## src/core/rus_pkg.sv

```systemverilog
/*
  Shared constants for the remote update sequencer and the remote upgrade
  circuitry end: timing, parameter codes, boot addresses, register map.
  Assumes a single 100 MHz system clock on both ends.
*/
package rus_pkg;

  // Clock figures, in MHz
  localparam int MCLK_MHZ = 100;
  localparam int SRC_MHZ = 50;
  localparam int RU_MHZ = SRC_MHZ / 2;
  localparam int RU_MAX_MHZ = 40;
  // System cycles per half period of the upgrade clock, then its period in ns
  localparam int RU_HALF_CYC = MCLK_MHZ / (2 * RU_MHZ);
  localparam int RU_PERIOD_NS = 1000 / RU_MHZ;

  // Least reload request width, rounded up to whole system cycles
  localparam int RECONF_NS = 250;
  localparam int RECONF_CYC = (RECONF_NS * MCLK_MHZ + 999) / 1000;
  // Width the circuitry insists on, in upgrade clock edges, rounded down
  localparam int RECONF_EDGES = RECONF_NS / RU_PERIOD_NS;
  // Upgrade clock edges a parameter access keeps busy high
  localparam int BUSY_EDGES = 2;

  // Parameter selector codes
  localparam logic [1:0] PAR_SRC = 2'h0;
  localparam logic [1:0] PAR_WDEN = 2'h1;
  localparam logic [1:0] PAR_WDT = 2'h2;
  localparam logic [1:0] PAR_BOOT = 2'h3;
  // Read source codes
  localparam logic [1:0] RSRC_CUR = 2'h0;
  localparam logic [1:0] RSRC_PAST = 2'h1;
  localparam logic [1:0] RSRC_INPUT = 2'h2;

  // Reconfiguration source, one-hot; zero means power-up
  localparam logic [4:0] SRC_POWERUP = 5'h00;
  localparam logic [4:0] SRC_CORE = 5'h01;
  localparam logic [4:0] SRC_WDOG = 5'h02;
  localparam logic [4:0] SRC_STATUS = 5'h04;
  localparam logic [4:0] SRC_CRC = 5'h08;
  localparam logic [4:0] SRC_EXT = 5'h10;

  // Word addresses of the images
  localparam logic [23:0] FACTORY_WADDR = 24'h010000;
  localparam logic [23:0] APP1_WADDR = 24'h070000;
  localparam logic [23:0] APP2_WADDR = 24'h0d0000;
  // Fixed low bits the circuitry appends
  localparam logic [16:0] WDT_LOW_FILL = 17'h00008;
  localparam logic [1:0] BOOT_LOW_FILL = 2'h0;

  // Register map, byte addresses
  localparam logic [7:0] REG_CTRL = 8'h00;
  localparam logic [7:0] REG_STATUS = 8'h04;
  localparam logic [7:0] REG_BOOT = 8'h08;
  localparam logic [7:0] REG_WDOG = 8'h0c;
  // Control fields
  localparam int CTRL_LAUNCH = 0;
  localparam int CTRL_APPMODE = 1;
  localparam int CTRL_APPSEL = 2;
  localparam int CTRL_WDEN = 3;
  localparam int CTRL_WDT_LSB = 16;
  // Status fields, then the enable bit of the watchdog register
  localparam int STAT_BUSY = 8;
  localparam int STAT_DONE = 9;
  localparam int STAT_SRC_LSB = 10;
  localparam int STAT_CAUSE_LSB = 15;
  localparam int WDOG_EN_BIT = 31;

  // Sequencer states; bit 7 is the reload request
  typedef enum logic [7:0] {
    ST_IDLE = 8'h00,
    ST_F_RD_SRC = 8'h01,
    ST_F_WR_WDT = 8'h02,
    ST_F_WR_WDEN = 8'h03,
    ST_F_WR_BOOT = 8'h04,
    ST_A_RD_BOOT = 8'h11,
    ST_A_RD_WDEN = 8'h12,
    ST_A_RD_WDT = 8'h13,
    ST_RECONF = 8'h80
  } rus_state_t;

endpackage

```

## src/core/rus_link_if.sv

```systemverilog
/*
  Parameter port between the sequencer and the remote upgrade circuitry.
  Assumes both ends run on the same system clock; ru_clk is a divided clock
  that the circuitry end samples as a pin.
*/
`timescale 1ns/10ps
`default_nettype none

interface rus_link_if;
  logic ru_clk;
  logic reconfig;
  logic read_param;
  logic write_param;
  logic [1:0] param;
  logic [1:0] read_source;
  logic [21:0] data_in;
  logic [28:0] data_out;
  logic busy;

  // Control logic end
  modport seq (
    output ru_clk, reconfig, read_param, write_param, param, read_source, data_in,
    input data_out, busy
  );
  // Upgrade circuitry end
  modport core (
    input ru_clk, reconfig, read_param, write_param, param, read_source, data_in,
    output data_out, busy
  );
endinterface

`default_nettype wire

```

## src/core/rus_sequencer.sv

```systemverilog
/*
  Remote update sequencer: the user logic that drives the remote upgrade
  circuitry, with an APB slave for its control and status registers.
  Assumes PCLK is MCLK_I and the far end keeps the busy handshake.
*/
// Summary of operation
// Upgrade clock is source halved, 25 MHz
// Circuitry boots factory image at word 0x10000
// Power-up source reads back as zero
// Factory logic decodes cause of last reload
// Write upper 12 bits of watchdog value
// Circuitry appends low fill to watchdog
// Write upper 22 bits of boot address
// Circuitry appends two zeros to address
// Hold reload request at least 250 ns
// Application images at words 0x70000, 0xD0000
// Application machine reads current boot address
// Application machine reads watchdog enable, value
// All link addresses are word addresses
// Set boot address before reload request; the application run requests reload without writing it
// Monitor output shows machine state
// Busy stays high during parameter access
// Source one-hot, zero means power-up
// Launch starts the access sequence
// Monitor MSB drives reload request
// Wait busy low before next access
`timescale 1ns/10ps
`default_nettype none

module rus_sequencer (
  // Clock and reset
  input wire logic MCLK_I,
  input wire logic RESET_I,
  // APB slave
  input wire logic PSEL_I,
  input wire logic PENABLE_I,
  input wire logic PWRITE_I,
  input wire logic [7:0] PADDR_I,
  input wire logic [31:0] PWDATA_I,
  output logic [31:0] PRDATA_O,
  output logic PREADY_O,
  output logic PSLVERR_O,
  // State observation
  output logic [7:0] STATE_MON_O,
  // Link to the upgrade circuitry
  rus_link_if.seq LINK
);

  rus_pkg::rus_state_t state_r, state_nxt;
  logic phase_r, phase_nxt;
  logic [7:0] hold_r, hold_nxt;
  logic ru_clk_r;
  logic [7:0] div_r;
  logic pready_r, pslverr_r;
  logic [31:0] prdata_r, rd_mux;
  logic mapped_w, setup_w, wr_acc_w, launch_w;
  logic appmode_r, appsel_r, wden_r, done_r;
  logic [11:0] wdt_hi_r;
  logic [4:0] src_r;
  logic [23:0] boot_rb_r;
  logic rd_wden_r;
  logic [28:0] wdt_rb_r;
  logic rd_r, wr_r;
  logic [1:0] par_r, rsrc_r;
  logic [21:0] din_r;
  logic [23:0] app_waddr;
  logic [4:0] cause_w;

  // Upgrade clock divider; 25 MHz stays under the 40 MHz ceiling
  always_ff @(posedge MCLK_I or posedge RESET_I) begin
    if (RESET_I) begin
      div_r <= 8'h00;
      ru_clk_r <= 1'b0;
    end else if (div_r == 8'(rus_pkg::RU_HALF_CYC - 1)) begin
      div_r <= 8'h00;
      ru_clk_r <= ~ru_clk_r;
    end else begin
      div_r <= div_r + 8'h01;
    end
  end

  // APB decode
  assign setup_w = PSEL_I & ~PENABLE_I;
  assign wr_acc_w = PSEL_I & PENABLE_I & PWRITE_I & pready_r & ~pslverr_r;
  assign launch_w = wr_acc_w && (PADDR_I == rus_pkg::REG_CTRL) && PWDATA_I[rus_pkg::CTRL_LAUNCH];
  assign mapped_w = (PADDR_I == rus_pkg::REG_CTRL) || (PADDR_I == rus_pkg::REG_STATUS) ||
                    (PADDR_I == rus_pkg::REG_BOOT) || (PADDR_I == rus_pkg::REG_WDOG);

  // Cause flags from the past source: watchdog, status pin, CRC, external, first entry
  assign cause_w = {src_r == rus_pkg::SRC_POWERUP, src_r == rus_pkg::SRC_EXT,
                    src_r == rus_pkg::SRC_CRC, src_r == rus_pkg::SRC_STATUS,
                    src_r == rus_pkg::SRC_WDOG};

  // Read data mux
  always_comb begin
    rd_mux = 32'h00000000;
    case (PADDR_I)
      rus_pkg::REG_CTRL: begin
        rd_mux[rus_pkg::CTRL_APPMODE] = appmode_r;
        rd_mux[rus_pkg::CTRL_APPSEL] = appsel_r;
        rd_mux[rus_pkg::CTRL_WDEN] = wden_r;
        rd_mux[rus_pkg::CTRL_WDT_LSB +: 12] = wdt_hi_r;
      end
      rus_pkg::REG_STATUS: begin
        rd_mux[7:0] = state_r;
        rd_mux[rus_pkg::STAT_BUSY] = LINK.busy;
        rd_mux[rus_pkg::STAT_DONE] = done_r;
        rd_mux[rus_pkg::STAT_SRC_LSB +: 5] = src_r;
        rd_mux[rus_pkg::STAT_CAUSE_LSB +: 5] = cause_w;
      end
      rus_pkg::REG_BOOT: rd_mux[23:0] = boot_rb_r;
      rus_pkg::REG_WDOG: begin
        rd_mux[28:0] = wdt_rb_r;
        rd_mux[rus_pkg::WDOG_EN_BIT] = rd_wden_r;
      end
      default: rd_mux = 32'h00000000;
    endcase
  end

  // APB answer: one wait-free access phase, error on unmapped addresses
  always_ff @(posedge MCLK_I or posedge RESET_I) begin
    if (RESET_I) begin
      pready_r <= 1'b0;
      pslverr_r <= 1'b0;
      prdata_r <= 32'h00000000;
    end else begin
      pready_r <= setup_w;
      pslverr_r <= setup_w & ~mapped_w;
      prdata_r <= (setup_w && !PWRITE_I) ? rd_mux : 32'h00000000;
    end
  end

  // Control register
  always_ff @(posedge MCLK_I or posedge RESET_I) begin
    if (RESET_I) begin
      appmode_r <= 1'b0;
      appsel_r <= 1'b0;
      wden_r <= 1'b0;
      wdt_hi_r <= 12'h000;
    end else if (wr_acc_w && PADDR_I == rus_pkg::REG_CTRL) begin
      appmode_r <= PWDATA_I[rus_pkg::CTRL_APPMODE];
      appsel_r <= PWDATA_I[rus_pkg::CTRL_APPSEL];
      wden_r <= PWDATA_I[rus_pkg::CTRL_WDEN];
      wdt_hi_r <= PWDATA_I[rus_pkg::CTRL_WDT_LSB +: 12];
    end
  end

  // Done flag: set at the end of the reload request, cleared by a launch;
  // a launch is only taken in idle, so set and clear never meet
  always_ff @(posedge MCLK_I or posedge RESET_I) begin
    if (RESET_I) begin
      done_r <= 1'b0;
    end else if (state_r == rus_pkg::ST_RECONF && state_nxt == rus_pkg::ST_IDLE) begin
      done_r <= 1'b1;
    end else if (launch_w && state_r == rus_pkg::ST_IDLE) begin
      done_r <= 1'b0;
    end
  end

  // Next machine state; each access runs request, then wait for busy to fall
  always_comb begin
    state_nxt = state_r;
    phase_nxt = phase_r;
    hold_nxt = 8'h00;
    case (state_r)
      rus_pkg::ST_IDLE: begin
        if (launch_w && !LINK.busy) begin
          // Mode comes from the launching write; the control register lags it by one edge
          state_nxt = PWDATA_I[rus_pkg::CTRL_APPMODE] ? rus_pkg::ST_A_RD_BOOT : rus_pkg::ST_F_RD_SRC;
        end
      end
      rus_pkg::ST_F_RD_SRC, rus_pkg::ST_F_WR_WDT, rus_pkg::ST_F_WR_WDEN,
      rus_pkg::ST_F_WR_BOOT, rus_pkg::ST_A_RD_BOOT, rus_pkg::ST_A_RD_WDEN,
      rus_pkg::ST_A_RD_WDT: begin
        if (!phase_r) begin
          if (LINK.busy) begin
            phase_nxt = 1'b1;
          end
        end else if (!LINK.busy) begin
          phase_nxt = 1'b0;
          case (state_r)
            rus_pkg::ST_F_RD_SRC: state_nxt = rus_pkg::ST_F_WR_WDT;
            rus_pkg::ST_F_WR_WDT: state_nxt = rus_pkg::ST_F_WR_WDEN;
            rus_pkg::ST_F_WR_WDEN: state_nxt = rus_pkg::ST_F_WR_BOOT;
            rus_pkg::ST_A_RD_BOOT: state_nxt = rus_pkg::ST_A_RD_WDEN;
            rus_pkg::ST_A_RD_WDEN: state_nxt = rus_pkg::ST_A_RD_WDT;
            default: state_nxt = rus_pkg::ST_RECONF;
          endcase
        end
      end
      rus_pkg::ST_RECONF: begin
        if (hold_r == 8'(rus_pkg::RECONF_CYC - 1)) begin
          state_nxt = rus_pkg::ST_IDLE;
        end else begin
          hold_nxt = hold_r + 8'h01;
        end
      end
      default: state_nxt = rus_pkg::ST_IDLE;
    endcase
  end

  // Machine registers
  always_ff @(posedge MCLK_I or posedge RESET_I) begin
    if (RESET_I) begin
      state_r <= rus_pkg::ST_IDLE;
      phase_r <= 1'b0;
      hold_r <= 8'h00;
    end else begin
      state_r <= state_nxt;
      phase_r <= phase_nxt;
      hold_r <= hold_nxt;
    end
  end

  // Word address of the chosen application image
  assign app_waddr = appsel_r ? rus_pkg::APP2_WADDR : rus_pkg::APP1_WADDR;

  // Link request lines, registered from the next state
  always_ff @(posedge MCLK_I or posedge RESET_I) begin
    if (RESET_I) begin
      rd_r <= 1'b0;
      wr_r <= 1'b0;
      par_r <= rus_pkg::PAR_SRC;
      rsrc_r <= rus_pkg::RSRC_CUR;
      din_r <= 22'h000000;
    end else begin
      rd_r <= !phase_nxt && (state_nxt == rus_pkg::ST_F_RD_SRC || state_nxt == rus_pkg::ST_A_RD_BOOT ||
                             state_nxt == rus_pkg::ST_A_RD_WDEN || state_nxt == rus_pkg::ST_A_RD_WDT);
      wr_r <= !phase_nxt && (state_nxt == rus_pkg::ST_F_WR_WDT || state_nxt == rus_pkg::ST_F_WR_WDEN ||
                             state_nxt == rus_pkg::ST_F_WR_BOOT);
      case (state_nxt)
        rus_pkg::ST_F_RD_SRC: begin
          par_r <= rus_pkg::PAR_SRC;
          rsrc_r <= rus_pkg::RSRC_PAST;
        end
        rus_pkg::ST_F_WR_WDT: begin
          par_r <= rus_pkg::PAR_WDT;
          din_r <= {10'h000, wdt_hi_r};
        end
        rus_pkg::ST_F_WR_WDEN: begin
          par_r <= rus_pkg::PAR_WDEN;
          din_r <= {21'h000000, wden_r};
        end
        rus_pkg::ST_F_WR_BOOT: begin
          par_r <= rus_pkg::PAR_BOOT;
          din_r <= app_waddr[23:2];
        end
        rus_pkg::ST_A_RD_BOOT: begin
          par_r <= rus_pkg::PAR_BOOT;
          rsrc_r <= rus_pkg::RSRC_CUR;
        end
        rus_pkg::ST_A_RD_WDEN: begin
          par_r <= rus_pkg::PAR_WDEN;
          rsrc_r <= rus_pkg::RSRC_CUR;
        end
        rus_pkg::ST_A_RD_WDT: begin
          par_r <= rus_pkg::PAR_WDT;
          rsrc_r <= rus_pkg::RSRC_CUR;
        end
        default: ;
      endcase
    end
  end

  // Read-back capture when busy falls on a read
  always_ff @(posedge MCLK_I or posedge RESET_I) begin
    if (RESET_I) begin
      src_r <= rus_pkg::SRC_POWERUP;
      boot_rb_r <= 24'h000000;
      rd_wden_r <= 1'b0;
      wdt_rb_r <= 29'h00000000;
    end else if (phase_r && !LINK.busy) begin
      case (state_r)
        rus_pkg::ST_F_RD_SRC: src_r <= LINK.data_out[4:0];
        rus_pkg::ST_A_RD_BOOT: boot_rb_r <= LINK.data_out[23:0];
        rus_pkg::ST_A_RD_WDEN: rd_wden_r <= LINK.data_out[0];
        rus_pkg::ST_A_RD_WDT: wdt_rb_r <= LINK.data_out;
        default: ;
      endcase
    end
  end

  // Outputs
  assign PRDATA_O = prdata_r;
  assign PREADY_O = pready_r;
  assign PSLVERR_O = pslverr_r;
  assign STATE_MON_O = state_r;
  assign LINK.reconfig = state_r[7];
  assign LINK.ru_clk = ru_clk_r;
  assign LINK.read_param = rd_r;
  assign LINK.write_param = wr_r;
  assign LINK.param = par_r;
  assign LINK.read_source = rsrc_r;
  assign LINK.data_in = din_r;

endmodule // rus_sequencer

`default_nettype wire

```

## src/flat_wrapper.sv

```systemverilog
// flat-port wrapper written by rule: the top's interface ports become plain ports
module rus_sequencer_flat 
  (MCLK_I, RESET_I, PSEL_I, PENABLE_I, PWRITE_I, PADDR_I, PWDATA_I, PRDATA_O, PREADY_O, PSLVERR_O, STATE_MON_O, LINK_ru_clk, LINK_reconfig, LINK_read_param, LINK_write_param, LINK_param, LINK_read_source, LINK_data_in, LINK_data_out, LINK_busy);
  rus_link_if LINK_i ();
  input wire logic MCLK_I;
  input wire logic RESET_I;
  input wire logic PSEL_I;
  input wire logic PENABLE_I;
  input wire logic PWRITE_I;
  input wire logic [7:0] PADDR_I;
  input wire logic [31:0] PWDATA_I;
  output logic [31:0] PRDATA_O;
  output logic PREADY_O;
  output logic PSLVERR_O;
  output logic [7:0] STATE_MON_O;
  output wire logic [$bits(LINK_i.ru_clk)-1:0] LINK_ru_clk;
  output wire logic [$bits(LINK_i.reconfig)-1:0] LINK_reconfig;
  output wire logic [$bits(LINK_i.read_param)-1:0] LINK_read_param;
  output wire logic [$bits(LINK_i.write_param)-1:0] LINK_write_param;
  output wire logic [$bits(LINK_i.param)-1:0] LINK_param;
  output wire logic [$bits(LINK_i.read_source)-1:0] LINK_read_source;
  output wire logic [$bits(LINK_i.data_in)-1:0] LINK_data_in;
  input wire logic [$bits(LINK_i.data_out)-1:0] LINK_data_out;
  input wire logic [$bits(LINK_i.busy)-1:0] LINK_busy;
  assign LINK_ru_clk = LINK_i.ru_clk;
  assign LINK_reconfig = LINK_i.reconfig;
  assign LINK_read_param = LINK_i.read_param;
  assign LINK_write_param = LINK_i.write_param;
  assign LINK_param = LINK_i.param;
  assign LINK_read_source = LINK_i.read_source;
  assign LINK_data_in = LINK_i.data_in;
  assign LINK_i.data_out = LINK_data_out;
  assign LINK_i.busy = LINK_busy;
  rus_sequencer u_core (.MCLK_I(MCLK_I), .RESET_I(RESET_I), .PSEL_I(PSEL_I), .PENABLE_I(PENABLE_I), .PWRITE_I(PWRITE_I), .PADDR_I(PADDR_I), .PWDATA_I(PWDATA_I), .PRDATA_O(PRDATA_O), .PREADY_O(PREADY_O), .PSLVERR_O(PSLVERR_O), .STATE_MON_O(STATE_MON_O), .LINK(LINK_i));
endmodule
```

## config.mk

```make
export PLATFORM = sky130hd
export DESIGN_NAME = rus_sequencer_flat
export DESIGN_NICKNAME = d
export VERILOG_FILES = /design/src/core/rus_pkg.sv /design/src/core/rus_link_if.sv /design/src/core/rus_sequencer.sv /design/src/flat_wrapper.sv
export SDC_FILE = /design/constraint.sdc
export NUM_CORES = 1
export LEC_CHECK = 0
export BUFFER_PORTS_ARGS = -buffer_cell sky130_fd_sc_hd__buf_4
export CELL_PAD_IN_SITES_DETAIL_PLACEMENT = 0
export CELL_PAD_IN_SITES_GLOBAL_PLACEMENT = 1
export CORE_MARGIN = 4
export CORE_UTILIZATION = 43
export DETAILED_ROUTE_END_ITERATION = 12
export PLACE_DENSITY = 0.85
export REMOVE_ABC_BUFFERS = 1
export SYNTH_ARGS = -nofsm -noshare
export SYNTH_HDL_FRONTEND = slang
export SYNTH_SLANG_ARGS = --single-unit
```

## constraint.sdc

```tcl
create_clock -name MCLK_I -period 7.12 [get_ports MCLK_I]
set_clock_uncertainty 0.1 [all_clocks]
set_input_delay 1.068 -clock MCLK_I [delete_from_list [all_inputs] [get_ports MCLK_I]]
set_output_delay 1.068 -clock MCLK_I [all_outputs]
set_load 0.01 [all_outputs]
```

==> impl_metrics.toml <==
[die]
initial_core_util_pct = 43.8
fp.dieW_um = 132
die_h_um = 132
rows = 45
die_area_um2 = 17500
io_pins = 147
coreArea_um2 = 15100

[power_and_ir_drop]
power_mw = 1.94
powerDensity_nw_per_um2 = 233
peakVddDrop_mv = 0.185
leakage_nw = 4.09

[timing]
slew_violations = 0
period_share_pct = 39.2
setup_viol = 0
rsz0062_at_grt = "no"
final.min_clock_period_ps = 2790
fmax_mhz = 358
layout_setup_ws_ps = 4330
slew-limit-headroom_pct = 21.5
hold_violations = 0
whs_ps = 366
fin_tns_setup_ps = 0
tightest_slew_ps = 1180

[worst_setup_path]
start_kind = "input pin"
r2r_end = "u_core.LINK.data_in[7]"
r2r_start = "u_core.STATE_MON_O[1]"
path_cells = "buf_4 -> or2_1 -> or3_1 -> nor4b_4 -> nor2_2 -> mux2i_1 -> o21ai_0"
regToRegSetupSlack_ps = 4490
critPathBufInv = 1
cp_top_family = "simple AND/OR/NAND/NOR gates"
worstPathArrival_ps = 3030
end_kind = "flip-flop"
max_stage_delay_ps = 410
reg2regPathDepth = 6
path_max_fanout = 29
slowest_stage = "or3_1"
crit_type = "in2reg"
cp.required_ps = 7360

[detailed_routing]
wire_per_inst_um = 18.3
avgViaCountPerCell = 5.35
drtAntennaViolNets = 0
firstDrtPassIters = 5
wirelength_mm = 16.3
vias = 4752
drt_iter0_markers = 276
drcViolationCount = 0

[place]
hpwlAfterDp_mm = 10.9
gp_congestion = 0.838
pre_cts_slack_ps = 3900
placed_cells = 857
portBuffers = 121
placed_area_um2 = 7660

[clock_network]
numCtsBuffers = 17
post-cts-setup-buffer-count = 0
ctsHoldBuffers = 0
htree_levels = 4
clock_latency_ps = 430
post_cts_resize_count = 0
cts_root_buf = "clkbuf_16"
clk_pin_slew_ps = 60
cts.path.max_buffers = 2
cts_sinks = 153
cts_tree = "done"

[cells_and_area]
drive_gt1_share_pct = 35.7
diodes = 0
stdcell_count = 889
finalNetCount = 767
fin_util_pct = 55.0
postLayoutCellArea_um2 = 8320
syn2layout_area_growth_pct = 25.4

[worst_hold_path]
min_to = "u_core.LINK.ru_clk"
hold_path.class = "reg2reg"
holdCritStartpoint = "u_core.LINK.ru_clk"
whs_path_depth = 1

[logic_synthesis]
synth_ff_type = "dfrtp_1"
ys_async_sr_fraction_pct = 100
synth_enable_flop_cells = 0
synth_area_um2 = 6640
ys_types = 55
yosysSeqAreaShare_pct = 57.7
syn_area_per_cell_um2 = 11.6
netlist_instances = 571
synth_seq_cells = 153
yosysWarnings = 0

[global_routing]
track_usage_pct = 19.3
grt_max_degree = 85
grt_pass1_wl_mm = 26.6
antenna_found_initial = 0
grt_overflow = 0
grt_pass1_vias = 5013

[outcome]
status = "completed"

[job]
max_cap_viol_count = 0
[per-layer routing]
layer	global-route usage, %	vias to the layer above	routed length [um]
met5	0	-	0
met4	4.79	0	162
met3	8.66	12	1310
met2	30.4	145	7820
met1	24.6	2408	7010
li1	-	2187	-
[sequential cells by signal (all words and copies together) (netlist names)]
signal                   cells
u_core.wdt_hi_r             12
u_core.src_r                 5
u_core.STATE_MON_O           8
u_core.phase_r               1
u_core.rd_wden_r             1
u_core.PREADY_O              1
u_core.div_r                 8
u_core.LINK.read_source      1
u_core.wden_r                1
u_core.PSLVERR_O             1
u_core.appmode_r             1
u_core.LINK.write_param      1
u_core.boot_rb_r            24
u_core.wdt_rb_r             29
u_core.done_r                1
u_core.hold_r                8
u_core.LINK.param            2
u_core.PRDATA_O             30
u_core.LINK.ru_clk           1
u_core.LINK.data_in         15
u_core.appsel_r              1
u_core.LINK.read_param       1
[report_power, final]
part / internal [mW] / switching [mW]
logic: 0.0300 / 0.0437
registers: 0.872 / 0.00272
clock network: 0.648 / 0.347
total: 1.55 / 0.394
[final cells by class]
type,count,area (um^2)
multi-input combinational,380,2610
fill,1289,6820
timing repair buffer,125,938
clock inverter,12,195
clock buffer,20,467
tap,188,235
sequential,153,3830
inverter,11,46.3
[kinds of logic (layout without fill, tap and decap cells)]
| kind of cell | count (synthesis) | after routing | synth area share [%] |
|---|---|---|---|
| AO/OA/AOI/OAI | 66 | 66 | 6.50 |
| XOR/XNOR | 13 | 13 | 1.72 |
| adder cells (fa/ha/maj) | 4 | 4 | 0.754 |
| buffers and inverters | 49 | 168 | 3.83 |
| flip-flops | 153 | 153 | 57.7 |
| multiplexers | 85 | 85 | 14.8 |
| other | 1 | 12 | 0.0565 |
| AND/OR/NAND/NOR | 200 | 200 | 14.7 |
[placed cells by master (no fill, tap or decap), types with 2 or more instances in the layout]
master and count:
xor2_1 6, dfrtp_1 153, or3_1 2, o21a_1 2
mux2_2 73, ha_1 4, or2_2 2, nor4b_1 3
nor2b_1 3, mux2i_1 9, nand3_1 26, and2_1 4
conb_1 12, and3_1 8, clkinv_2 4, a21oi_1 14
a21oi_2 2, or4_1 2, clkbuf_16 17, clkinv_4 2
o211ai_2 2, bufinv_16 5, o21ai_1 2, a22oi_1 16
nand3b_1 4, nand4_1 2, xnor2_1 7, nor4_1 3
nand2_1 69, buf_4 125, o21ai_0 19, clkbuf_8 3
nor3_1 7, inv_1 10, nand2b_1 2, nor2_2 2
mux4_2 3, nor2_1 51, o21bai_1 2
[cell usage after synthesis, types with 3 or more instances]
master    number  share of area, %
mux2i_1        9               1.4
a21oi_1       14               1.1
buf_4         12               1.4
xnor2_1        7              0.92
dfrtp_1      153                58
nor2b_1        3              0.28
nor4_1         3              0.28
xor2_1         6              0.79
o21ai_0       19               1.4
nand3b_1       4              0.45
nand3_1       26               2.0
mux4_2         3               1.0
nor3_1         7              0.53
ha_1           4              0.75
a22oi_1       16               1.8
and2_1         4              0.38
nor4b_1        3              0.40
mux2_2        73                12
nor2_1        52               2.9
clkbuf_1      15              0.85
inv_1         11              0.62
buf_2          8              0.60
and3_1         8              0.75
nand2_1       69               3.9
[worst max-delay path by stage]
stage	end	cells after the start	startpoint	slack [ps]
floorplan	u_core.LINK.data_in[0]	1	RESET_I	1830
global placement	u_core.LINK.data_in[0]	7	PADDR_I[3]	3990
detailed placement	u_core.LINK.data_in[0]	7	PADDR_I[3]	3900
CTS	u_core.LINK.data_in[0]	7	PADDR_I[3]	4340
global route	u_core.LINK.data_in[6]	6	u_core.STATE_MON_O[1]	4180
finish	u_core.LINK.data_in[0]	7	PADDR_I[3]	4330
[worst register-to-register path, delay by kind of cell (launching register included)]
| family | cells | cell delay, ps |
|---|---|---|
| compound gates | 3 | 660 |
| simple gates | 3 | 1160 |
| flops | 1 | 560 |
Note: power is estimated with default switching activity, not from simulation.
